File: config.mk
export PLATFORM = sky130hd
export DESIGN_NAME = sdi_tx_driver
export DESIGN_NICKNAME = d
export VERILOG_FILES = /design/src/verilog/sdi_tx_pkg.sv /design/src/verilog/sdi_tx_driver.sv /design/src/verilog/sdi_word_fifo.sv /design/src/verilog/sdi_ce_cadence.sv
export SDC_FILE = /design/constraint.sdc
export NUM_CORES = 1
export LEC_CHECK = 0
export CORE_MARGIN = 2
export CORE_UTILIZATION = 55
export CTS_BUF_LIST = sky130_fd_sc_hd__clkbuf_4 sky130_fd_sc_hd__clkbuf_8 sky130_fd_sc_hd__clkbuf_16
export CTS_CLUSTER_SIZE = 12
export DETAILED_ROUTE_END_ITERATION = 10
export DONT_BUFFER_PORTS = 1
export MAX_ROUTING_LAYER = met4
export PLACE_DENSITY = 0.71
export SYNTH_ARGS = -nofsm -noshare
export SYNTH_HDL_FRONTEND = slang
export SYNTH_HIERARCHICAL = 1
export SYNTH_SLANG_ARGS = --single-unit
File: constraint.sdc
create_clock -name mclk -period 8 [get_ports mclk]
set_input_delay 1.6 -clock mclk [delete_from_list [all_inputs] [get_ports mclk]]
set_output_delay 1.6 -clock mclk [all_outputs]
set_load 0.01 [all_outputs]
File: src/verilog/sdi_tx_pkg.sv
// Constants, types and field layout for the SDI transmit driver.
package sdi_tx_pkg;
   // Word clock figures; mclk must be this clock itself
   localparam int HD_CLK_KHZ = 74_250;
   localparam int G3_CLK_KHZ = 148_500;
   localparam int SD_WORD_KHZ = 27_000;

   localparam logic [1:0] MODE_HD = 2'h0;
   localparam logic [1:0] MODE_SD = 2'h1;
   localparam logic [1:0] MODE_3G = 2'h2;
   localparam logic [1:0] MODE_BAD = 2'h3;

   // Enable spacing in SD mode, alternating
   localparam logic [2:0] GAP_SHORT = 3'h5;
   localparam logic [2:0] GAP_LONG = 3'h6;

   localparam logic [7:0] ADDR_CTRL = 8'h00;
   localparam logic [7:0] ADDR_STATUS = 8'h04;

   localparam int CTRL_RST_BIT = 0;
   localparam int CTRL_MODE_LSB = 1;
   localparam int CTRL_LVLB_BIT = 3;
   localparam int CTRL_FRAC_BIT = 4;

   localparam int ST_HOLD_BIT = 0;
   localparam int ST_EMPTY_BIT = 1;
   localparam int ST_FULL_BIT = 2;
   localparam int ST_INV_BIT = 3;
   localparam int ST_LEVEL_LSB = 8;
   localparam int ST_UNDER_LSB = 16;

   localparam logic [31:0] ZERO_WORD = 32'h0000_0000;
   localparam logic [15:0] UNDER_ONE = 16'h0001;
   localparam logic [15:0] UNDER_MAX = 16'hFFFF;

   typedef struct packed {
      logic frac;
      logic levelB;
      logic [1:0] mode;
      logic txReset;
   } ctrl_type;

   localparam ctrl_type CTRL_RESET = '{frac: 1'b0, levelB: 1'b0, mode: MODE_HD, txReset: 1'b0};

   typedef enum logic [1:0] {
      SEQ_HOLD = 2'b01,
      SEQ_RUN = 2'b10
   } seq_type;
endpackage

File: src/verilog/sdi_tx_driver.sv
// Host-side driver for the SDI transmit control pins, with Wishbone registers.
//
// Added by the designer: the placing of the registers and register access over Wishbone.
`timescale 1ns/1ps
module sdi_tx_driver
   import sdi_tx_pkg::*;
#(
   parameter int W = 20,
   parameter int DEPTH = 16,
   parameter int RST_CYCLES = 8,
   parameter int CW = $clog2(DEPTH + 1)
) (
   input wire logic mclk,
   input wire logic reset,
   // Wishbone classic slave
   input wire logic cyc_i,
   input wire logic stb_i,
   input wire logic we_i,
   input wire logic [7:0] adr_i,
   input wire logic [3:0] sel_i,
   input wire logic [31:0] dat_i,
   output logic [31:0] dat_o,
   output logic ack_o,
   // Video word source
   input wire logic srcValid,
   input wire logic [W-1:0] srcData,
   output logic srcReady,
   // Transmitter control pins
   output logic txRst,
   output logic [2:0] txCe,
   output logic txDinRdy,
   output logic [1:0] txMode,
   output logic levelBSelect,
   output logic txFracSel,
   output logic [W-1:0] txWord
);
   localparam int HW = $clog2(RST_CYCLES + 1);
   localparam logic [HW-1:0] HOLD_LAST = HW'(RST_CYCLES - 1);

   ctrl_type ctrl_reg;
   seq_type seq_reg;
   logic [HW-1:0] holdCnt_reg;
   logic invalid_reg;
   logic [15:0] under_reg;
   logic dinPhase_reg;
   logic [31:0] statusWord;
   logic busHit, wrCtrl, wrStatus, rstNow, cePulse, rdyNext, take;
   logic lvlBMode, reseq;
   logic fifoValid, fifoFull;
   logic [W-1:0] fifoData;
   logic [CW-1:0] fifoLevel;

   ////////////////////////////////////////////////////////////////////////
   // Register bus

   assign busHit = cyc_i && stb_i;
   // Writes land at the edge where ack is seen high
   assign wrCtrl = busHit && we_i && ack_o && (adr_i == ADDR_CTRL) && sel_i[0];
   assign wrStatus = busHit && we_i && ack_o && (adr_i == ADDR_STATUS);
   assign reseq = wrCtrl && (dat_i[CTRL_MODE_LSB +: 2] != MODE_BAD)
      && ((dat_i[CTRL_MODE_LSB +: 2] != ctrl_reg.mode) || (dat_i[CTRL_LVLB_BIT] != ctrl_reg.levelB));

   always_comb begin
      statusWord = ZERO_WORD;
      statusWord[ST_HOLD_BIT] = (seq_reg == SEQ_HOLD);
      statusWord[ST_EMPTY_BIT] = !fifoValid;
      statusWord[ST_FULL_BIT] = fifoFull;
      statusWord[ST_INV_BIT] = invalid_reg;
      statusWord[ST_LEVEL_LSB +: CW] = fifoLevel;
      statusWord[ST_UNDER_LSB +: 16] = under_reg;
   end

   always_ff @(posedge mclk or posedge reset) begin
      if (reset) begin
         ack_o <= 1'b0;
         dat_o <= ZERO_WORD;
      end else begin
         ack_o <= busHit && !ack_o;
         if (busHit && !ack_o) begin
            if (adr_i == ADDR_CTRL) begin
               dat_o <= ZERO_WORD | 32'(ctrl_reg);
            end else if (adr_i == ADDR_STATUS) begin
               dat_o <= statusWord;
            end else begin
               dat_o <= ZERO_WORD;
            end
         end
      end
   end

   // Invalid code is refused; the old mode stays in force
   always_ff @(posedge mclk or posedge reset) begin
      if (reset) begin
         ctrl_reg <= CTRL_RESET;
      end else if (wrCtrl) begin
         ctrl_reg.txReset <= dat_i[CTRL_RST_BIT];
         ctrl_reg.levelB <= dat_i[CTRL_LVLB_BIT];
         ctrl_reg.frac <= dat_i[CTRL_FRAC_BIT];
         if (dat_i[CTRL_MODE_LSB +: 2] != MODE_BAD) begin
            ctrl_reg.mode <= dat_i[CTRL_MODE_LSB +: 2];
         end
      end
   end

   // Sticky error: a new bad write wins over a clear
   always_ff @(posedge mclk or posedge reset) begin
      if (reset) begin
         invalid_reg <= 1'b0;
      end else if (wrCtrl && (dat_i[CTRL_MODE_LSB +: 2] == MODE_BAD)) begin
         invalid_reg <= 1'b1;
      end else if (wrStatus && sel_i[0] && dat_i[ST_INV_BIT]) begin
         invalid_reg <= 1'b0;
      end
   end

   ////////////////////////////////////////////////////////////////////////
   // Reset sequencing: hold after reset, on request and on mode change

   always_ff @(posedge mclk or posedge reset) begin
      if (reset) begin
         seq_reg <= SEQ_HOLD;
         holdCnt_reg <= '0;
      end else begin
         case (seq_reg)
            SEQ_HOLD: begin
               if (reseq) begin
                  holdCnt_reg <= '0;
               end else if (holdCnt_reg != HOLD_LAST) begin
                  holdCnt_reg <= HW'(holdCnt_reg + 1'b1);
               end else if (!ctrl_reg.txReset) begin
                  seq_reg <= SEQ_RUN;
               end
            end
            SEQ_RUN: begin
               if (reseq || (wrCtrl && dat_i[CTRL_RST_BIT])) begin
                  seq_reg <= SEQ_HOLD;
                  holdCnt_reg <= '0;
               end
            end
            default: begin
               seq_reg <= SEQ_HOLD;
               holdCnt_reg <= '0;
            end
         endcase
      end
   end

   ////////////////////////////////////////////////////////////////////////
   // Pin generation; all pins are flops on mclk

   assign rstNow = (seq_reg == SEQ_HOLD);
   assign lvlBMode = (ctrl_reg.mode == MODE_3G) && ctrl_reg.levelB;
   // Alternate cycles only in 3G level B
   assign rdyNext = rstNow || !lvlBMode || !dinPhase_reg;
   // A word moves only on an enabled, valid cycle
   assign take = !rstNow && cePulse && rdyNext;

   sdi_ce_cadence u_cadence (
      .mclk(mclk),
      .reset(reset),
      .restart(rstNow),
      .sdMode(ctrl_reg.mode == MODE_SD),
      .pulse(cePulse)
   );

   always_ff @(posedge mclk or posedge reset) begin
      if (reset) begin
         txRst <= 1'b1;
         txMode <= MODE_HD;
         levelBSelect <= 1'b0;
      end else begin
         txRst <= rstNow;
         txMode <= ctrl_reg.mode;
         levelBSelect <= ctrl_reg.levelB;
      end
   end

   // Steers the serializer PLL mux; low = 1/1.000, high = 1/1.001
   always_ff @(posedge mclk or posedge reset) begin
      if (reset) begin
         txFracSel <= 1'b0;
      end else begin
         txFracSel <= ctrl_reg.frac;
      end
   end

   // One flop per copy to spread the load forced high in reset
   always_ff @(posedge mclk or posedge reset) begin
      if (reset) begin
         txCe <= 3'h7;
      end else begin
         for (int i = 0; i < 3; i++) begin
            txCe[i] <= rstNow || cePulse;
         end
      end
   end

   always_ff @(posedge mclk or posedge reset) begin
      if (reset) begin
         txDinRdy <= 1'b1;
         dinPhase_reg <= 1'b0;
      end else begin
         txDinRdy <= rdyNext;
         dinPhase_reg <= rstNow ? 1'b0 : !dinPhase_reg;
      end
   end

   ////////////////////////////////////////////////////////////////////////
   // Data path

   sdi_word_fifo #(
      .W(W),
      .DEPTH(DEPTH),
      .CW(CW)
   ) u_fifo (
      .mclk(mclk),
      .reset(reset),
      .inValid(srcValid),
      .inData(srcData),
      .inReady(srcReady),
      .outValid(fifoValid),
      .outData(fifoData),
      .outReady(take),
      .level(fifoLevel)
   );

   assign fifoFull = !srcReady;

   // Starved slots send zero words; counter saturates, a clear in the same cycle as an increment loads one
   always_ff @(posedge mclk or posedge reset) begin
      if (reset) begin
         txWord <= '0;
         under_reg <= '0;
      end else begin
         if (take) begin
            txWord <= fifoValid ? fifoData : '0;
         end
         if (take && !fifoValid) begin
            if (wrStatus && (sel_i[3:2] != 2'h0)) begin
               under_reg <= UNDER_ONE;
            end else if (under_reg != UNDER_MAX) begin
               under_reg <= 16'(under_reg + 1'b1);
            end
         end else if (wrStatus && (sel_i[3:2] != 2'h0)) begin
            under_reg <= '0;
         end
      end
   end

   logic sdRun, lvlBRun;
   assign sdRun = (txMode == MODE_SD) && !txRst;
   assign lvlBRun = (txMode == MODE_3G) && levelBSelect && !txRst;
endmodule // sdi_tx_driver

File: src/verilog/sdi_word_fifo.sv
// Word FIFO between the video source and the transmit word output.
`timescale 1ns/1ps
module sdi_word_fifo #(
   parameter int W = 20,
   parameter int DEPTH = 16,
   parameter int CW = $clog2(DEPTH + 1)
) (
   input wire logic mclk,
   input wire logic reset,
   input wire logic inValid,
   input wire logic [W-1:0] inData,
   output logic inReady,
   output logic outValid,
   output logic [W-1:0] outData,
   input wire logic outReady,
   output logic [CW-1:0] level
);
   localparam int AW = (DEPTH > 1) ? $clog2(DEPTH) : 1;
   localparam logic [AW-1:0] LAST = AW'(DEPTH - 1);
   localparam logic [CW-1:0] FULLC = CW'(DEPTH);

   logic [W-1:0] mem [DEPTH];
   logic [AW-1:0] wrPtr_reg, rdPtr_reg;
   logic [CW-1:0] levelNext;
   logic push, pop;

   function automatic logic [AW-1:0] bump(input logic [AW-1:0] p);
      return (p == LAST) ? '0 : AW'(p + 1'b1);
   endfunction

   assign push = inValid && inReady;
   assign pop = outReady && outValid;
   assign outData = mem[rdPtr_reg];

   always_comb begin
      levelNext = level;
      if (push && !pop) begin
         levelNext = CW'(level + 1'b1);
      end else if (pop && !push) begin
         levelNext = CW'(level - 1'b1);
      end
   end

   always_ff @(posedge mclk) begin
      if (push) begin
         mem[wrPtr_reg] <= inData;
      end
   end

   always_ff @(posedge mclk or posedge reset) begin
      if (reset) begin
         wrPtr_reg <= '0;
         rdPtr_reg <= '0;
         level <= '0;
         inReady <= 1'b1;
         outValid <= 1'b0;
      end else begin
         if (push) wrPtr_reg <= bump(wrPtr_reg);
         if (pop) rdPtr_reg <= bump(rdPtr_reg);
         level <= levelNext;
         // Flags are flops so the source sees a clean ready
         inReady <= (levelNext != FULLC);
         outValid <= (levelNext != '0);
      end
   end
endmodule // sdi_word_fifo

File: src/verilog/sdi_ce_cadence.sv
// Word enable cadence: steady high, or 5/6 spaced pulses for SD.
`timescale 1ns/1ps
module sdi_ce_cadence
   import sdi_tx_pkg::*;
(
   input wire logic mclk,
   input wire logic reset,
   input wire logic restart,
   input wire logic sdMode,
   output logic pulse
);
   logic [2:0] cnt_reg;
   logic longNext_reg;

   // Average 148.5/5.5 = 27 MHz in SD steady otherwise
   assign pulse = !sdMode || (cnt_reg == '0);

   always_ff @(posedge mclk or posedge reset) begin
      if (reset) begin
         cnt_reg <= '0;
         longNext_reg <= 1'b0;
      end else if (restart || !sdMode) begin
         cnt_reg <= '0;
         longNext_reg <= 1'b0;
      end else if (cnt_reg == '0) begin
         cnt_reg <= longNext_reg ? 3'(GAP_LONG - 1'b1) : 3'(GAP_SHORT - 1'b1);
         longNext_reg <= !longNext_reg;
      end else begin
         cnt_reg <= 3'(cnt_reg - 1'b1);
      end
   end
endmodule // sdi_ce_cadence

---- Word-level counts from Yosys, hierarchy flattened ----
Memories as Yosys holds them, arrays and structs flattened.
Index checks and enable logic that the tools add are counted.
storage, ports and cells
  RAM bits ................................ 320
  memories ................................ 1
  bits in latches ......................... 0
  flip-flop bits (word level) ............. 108
  logic and storage cells ................. 133
  memory bits (read-only) ................. 0
cells by class
  add/subtract/negate cells ............... 7
  multiply operators ...................... 0
  shifts and indexed selects .............. 0
  divide/modulo/power cells ............... 0
  equality and inequality tests ........... 19
  magnitude comparators ................... 0
  multiplexer cells ....................... 30
  bitwise logic cells ..................... 0
  reduce and logical (&&, ||, !) cells .... 51
memories
  memory      depth  bits a word  read ports  clocked after memory_dff  write ports  RTL line             source
  u_fifo.mem  16     20           1           0                         1            sdi_word_fifo.sv:22  logic [W-1:0] mem [DEPTH];
operators with widths
  operator                                                                count
  16-bit two-way mux                                                      4
  32-bit two-way mux                                                      2
  1-bit logical AND                                                       22
  20-bit two-way mux                                                      1
  4-bit two-way mux                                                       5
  16-bit by 1-bit adder with 16-bit output (second input constant)        1
  16-bit inequality test (second input constant)                          1
  4-bit by 1-bit adder with 4-bit output (second input constant)          3
  1-bit logical NOT                                                       10
  5-bit two-way mux                                                       2
  2-bit inequality test (second input constant)                           5
  2-bit nonzero test                                                      5
  4-bit equality test (second input constant)                             2
  8-bit by 3-bit equality test with 1-bit output (second input constant)  1
  8-bit logical NOT                                                       1
  1-bit two-way mux                                                       8
  2-bit two-way mux                                                       4
  4-bit case mux with 2 select lines                                      1
  1-bit logical OR                                                        7
  2-bit equality test (second input constant)                             3
  3-bit two-way mux                                                       2
  2-bit AND reduction                                                     3
  5-bit by 1-bit adder with 5-bit output (second input constant)          1
  5-bit inequality test (second input constant)                           1
  11 further kinds                                                        12

---- Depth between registers and ports, before layout ----
  depth after elaboration ................. 11
  mapped depth ............................ 15
  gate-level depth less buffers ........... 12

---- Hierarchy ----
Netlist, hierarchy kept.
modules (own cells, without submodules)
  module          area an instance (µm²)  instances  cells an instance
  sdi_word_fifo   13223.9                 1          619
  sdi_tx_driver   3774.9                  1          400
  sdi_ce_cadence  201.4                   1          20

---- Worst setup path after synthesis ----
No wires, ideal clock.
  kind .................................... input port to flip-flop
  from .................................... in adr_i[5]
  to ...................................... reg holdCnt_reg[3]
  arrival ................................. 3040 ps
  buffers on the path ..................... 0
  setup slack ............................. 4805 ps
  stages on the path ...................... 4
  path through ............................ nor4_1 > nand4_1 > o21ai_1 > a311oi_1
on the way
  cells in the longest elaborated chain, start to end .. 8
  elaborated cells between the ends (all ways) .. 12
  those cells by class .................... eq/ne (2); mux (2); reduce/logical (8)
ends and longest elaborated chain
  item                                    RTL line              source
  start: declaration                      sdi_tx_driver.sv:19   input wire logic [7:0] adr_i,
  8-bit logical NOT (*)                   sdi_tx_driver.sv:58   assign wrCtrl = busHit && we_i && ack_o && (adr_i == ADDR_CTRL) && sel_i[0];
  1-bit logical AND (*) (2 in a row)      sdi_tx_driver.sv:58
  1-bit logical AND                       sdi_tx_driver.sv:60   assign reseq = wrCtrl && (dat_i[CTRL_MODE_LSB +: 2] != MODE_BAD)
  1-bit logical AND                       sdi_tx_driver.sv:61   && ((dat_i[CTRL_MODE_LSB +: 2] != ctrl_reg.mode) || (dat_i[CTRL_LVLB_BIT] != ctrl_reg.levelB));
  1-bit logical OR                        sdi_tx_driver.sv:135  if (reseq || (wrCtrl && dat_i[CTRL_RST_BIT])) begin
  2-bit inequality test (no source line)  n/a
  2-bit AND reduction (no source line)    n/a
  end signal: assignment                  sdi_tx_driver.sv:129  holdCnt_reg <= HW'(holdCnt_reg + 1'b1);
  end: declaration                        sdi_tx_driver.sv:42   logic [HW-1:0] holdCnt_reg;
Mark *: on every way between the ends. The rest lies on a longest branch, timed or not.
A chain may end at the register's enable or synchronous reset.

---- Worst setup path in the final report ----
  from .................................... reg u_fifo.rdPtr_reg[0]
  to ...................................... reg txWord[10]
on the way
  cells in the longest elaborated chain, start to end .. 2
ends and longest elaborated chain
  item                      RTL line              source
  start: declaration        sdi_word_fifo.sv:23   logic [AW-1:0] wrPtr_reg, rdPtr_reg;
  start signal: assignment  sdi_word_fifo.sv:59   if (pop) rdPtr_reg <= bump(rdPtr_reg);
  memory 16 x 20 bit        n/a
  named net fifoData[10]    sdi_tx_driver.sv:50   logic [W-1:0] fifoData;
  20-bit two-way mux        sdi_tx_driver.sv:236  txWord <= fifoValid ? fifoData : '0;
  end signal: assignment    sdi_tx_driver.sv:236
  end: declaration          sdi_tx_driver.sv:35   output logic [W-1:0] txWord
The timed path passes the listed nets, and every way through them passes these cells.

==> summary.txt <==
Clocking
  • Clock Path Buffers: 3
  • Clk root buf: clkbuf_16
  • # hold bufs at CTS: 0
  • Clock Latency Late Sink: 0.53 ns
  • Clock buffer count from CTS: 43
  • # resized after CTS: 0
  • CTS tree: built
  • Clock Pin Slew Worst Setup and Hold Paths: 0.06 ns
  • Postcts setup bufs: 0
  • Clk sinks: 422
  • H-tree levels: 2

Final layout
  • Most frequent cells in the layout: edfxtp_1 (320), nand2_1 (114), dfrtp_1 (93)
  • Largest regs: u_fifo/mem (320), dat_o (26), txWord (20)
  • Final design instance area without fill: 0.0187 mm^2
  • Layout cells sized above 1: 17.9%
  • Ant diodes: 0
  • Number of fill cells: 2,176
  • Reg with most FFs: u_fifo/mem
  • Fin util: 61.1%
  • Non-Filler Instances: 1,460
  • Area grow syn2layout: 8.93%
  • Layout Nets: 1,121
  • Most common cell after layout, fill and taps aside: edfxtp_1
  • Max FFs per register: 320

STA
  • Final setup violating endpoints: 0
  • Hold_ws: 0.415 ns
  • Worst Setup Slack, final: 4.71 ns
  • Crit path time final: 3.29 ns
  • RSZ-0062 raised after global routing: false
  • Worst slew margin: 26.6%
  • Setup TNS: 0 ns
  • Period utilisation layout: 41.1%
  • Clk_skew: 0.0232 ns
  • Final Hold Fails: 0
  • Fmax: 304 MHz
  • Final-report max-slew violation count: 0
  • Slew @ Worst Pin: 1.10 ns

Status
  • Status: finished clean

Critical path
  • Flop2flop setup slack: 4.71 ns
  • Critical R2R Launch: u_fifo/rdPtr_reg[0]$_DFFE_PP0P_
  • Critical path peak fanout: 52
  • Startpoint Class: register
  • Crit path DAT: 3.68 ns
  • Critical Path RT: 8.39 ns
  • CP endpoint kind: register
  • Worst r2r dst: txWord[10]$_DFFE_PP0N_
  • FF-to-FF path depth: 7
  • Worst Setup Path Type: reg2reg

Placed design
  • Dpl ws: 4.19 ns
  • Post-DP HPWL: 18.9 mm
  • Cell Area, Placed: 0.0174 mm^2
  • Final RePlAce weighted congestion: 0.827
  • Port Buffer Count: 0
  • Cells after DPL: 1,391

Detailed routing
  • Final ANT Viol Nets: 0
  • Final WL: 33.8 mm
  • Via/cell ratio: 6.13
  • DRT Pass-1 Iters: 5
  • Residual DRC count: 0
  • DR iter-0 viols: 838
  • WL/cell: 23.1 um
  • Routed via count: 8,945

Synthesis
  • Mapped Area: 0.0172 mm^2
  • Flops & latches, synth: 422
  • Area fraction of the dominant cell type after synthesis: 55.9%
  • Synth Flop Type: edfxtp_1
  • Cell variety after synth: 62
  • Post-synth EDFFs: 320
  • Post-synth top area cell: edfxtp_1
  • Avg Inst Size Synth: 16.6 um^2
  • Ys async rst share: 24.2%
  • Top cells by area, synth: edfxtp_1 (56%), dfrtp_1 (14%), mux4_2 (9.7%), nand2_1 (2.5%), mux2i_1 (1.3%)
  • Warning count from the yosys run: 6
  • Sequential area share after synthesis: 70.7%
  • Syn Inst Count: 1,039

Power and ir drop
  • Pwr dens: 330 mW/mm^2
  • Tot Pwr: 6.18 mW
  • LEAKAGE: 6.60 nW
  • Maximum vdd drop: 0.184 mV

Global routing
  • First-pass GRT wire length: 52.6 mm
  • Initial antenna violation count: 0
  • Largest net degree at the start of global routing: 67
  • Grt ovf: 0
  • Vias in the first global route: 8,987
  • Met2 Use GR: 34.0%
  • Total GRT Usage: 21.6%
  • Met1 GRT Util: 29.3%
  • Met3 Use GR: 4.43%
  • Busiest grt layer: met2

Job
  • Max Cap Viol: 0

Hold path
  • Hold path startpoint: ctrl_reg[4]$_DFFE_PP0P_
  • Hold Crit Class: reg2reg
  • Worst Hold Depth: 0
  • Hold EP: txFracSel$_DFF_PP0_

Floorplanning
  • Die X: 181 um
  • Core ar.: 0.0307 mm^2
  • Starting Density: 56.1%
  • IO Pins: 133
  • Num rows: 64
  • Die span in y: 181 um
  • Total Die Area: 0.0327 mm^2
[critical path, cell delays in order, from the launching register on]
cell      delay, ns
dfrtp_4        0.88
buf_4          0.89
mux4_2         0.59
nor2b_1        0.14
a211oi_1       0.22
a21oi_1        0.14
nand2_1        0.14
o21ai_0        0.09
[kinds of logic after synthesis]
logic type               synth area share (%)
AO/OA/AOI/OAI                            5.46
XOR/XNOR                                0.407
adder cells (fa/ha/maj)                 0.800
buffers and inverters                    2.79
flip-flops                               70.7
multiplexers                             12.1
other                                  0.0218
AND/OR/NAND/NOR                          7.70
[where the power goes]
group	switching, mW	internal, mW	total (mW)
clock	0.760	1.07	1.83
combinational	0.749	0.683	1.43
sequential	0.278	2.64	2.91
[how the worst max path moves through the flow]
stage	startpoint	end	slack, ns
5_1_grt	u_fifo/rdPtr_reg[0]$_DFFE_PP0P_	txWord[15]$_DFFE_PP0N_	4.35
3_5_place_dp	adr_i[5]	under_reg[7]$_DFFE_PP0P_	4.19
3_3_place_gp	adr_i[5]	under_reg[6]$_DFFE_PP0P_	4.24
2_1_floorplan	reset	ack_o$_DFF_PP0_	4.27
4_1_cts	u_fifo/rdPtr_reg[0]$_DFFE_PP0P_	txWord[14]$_DFFE_PP0N_	4.61
6_report	u_fifo/rdPtr_reg[0]$_DFFE_PP0P_	txWord[10]$_DFFE_PP0N_	4.71
[cell type report]
type | count | area [um^2] | share of cell area [%]
clock buffers | 61 | 1240 | 6.62
clock inverters | 8 | 52.6 | 0.280
inverters | 18 | 68.8 | 0.367
multi-input cells | 540 | 4590 | 24.5
flip-flops and latches | 422 | 12200 | 65.0
well taps | 396 | 495 | 2.64
repair buffers | 15 | 113 | 0.601
[routing by layer]
metal | vias up | wire length [um]
met5 | - | 0
met4 | 0 | 600
met3 | 51 | 2150
met2 | 290 | 16500
met1 | 4577 | 14600
li1 | 4027 | -
[cell usage after synthesis (3+ instances only)]
| master | count |
|---|---|
| nor4_1 | 4 |
| mux2i_1 | 23 |
| buf_1 | 3 |
| buf_4 | 11 |
| and2_1 | 16 |
| o21ai_0 | 38 |
| a311oi_1 | 4 |
| o211ai_1 | 4 |
| or3_1 | 5 |
| ha_1 | 11 |
| a211oi_1 | 17 |
| nand4_1 | 7 |
| dfrtp_1 | 97 |
| nor2_1 | 18 |
| and3_1 | 9 |
| xnor2_1 | 6 |
| nand3_1 | 39 |
| or4_1 | 10 |
| nor3_1 | 7 |
| or2_2 | 3 |
| buf_6 | 7 |
| buf_2 | 11 |
| clkbuf_1 | 28 |
| a211oi_2 | 6 |
| mux4_1 | 6 |
| inv_1 | 17 |
| nor2b_1 | 22 |
| o21bai_1 | 3 |
| o31ai_1 | 13 |
| nand2_1 | 114 |
| mux4_2 | 74 |
| edfxtp_1 | 320 |
| dfstp_2 | 5 |
| buf_12 | 4 |
| a21oi_1 | 38 |
Power figures use the tool's default switching activity.
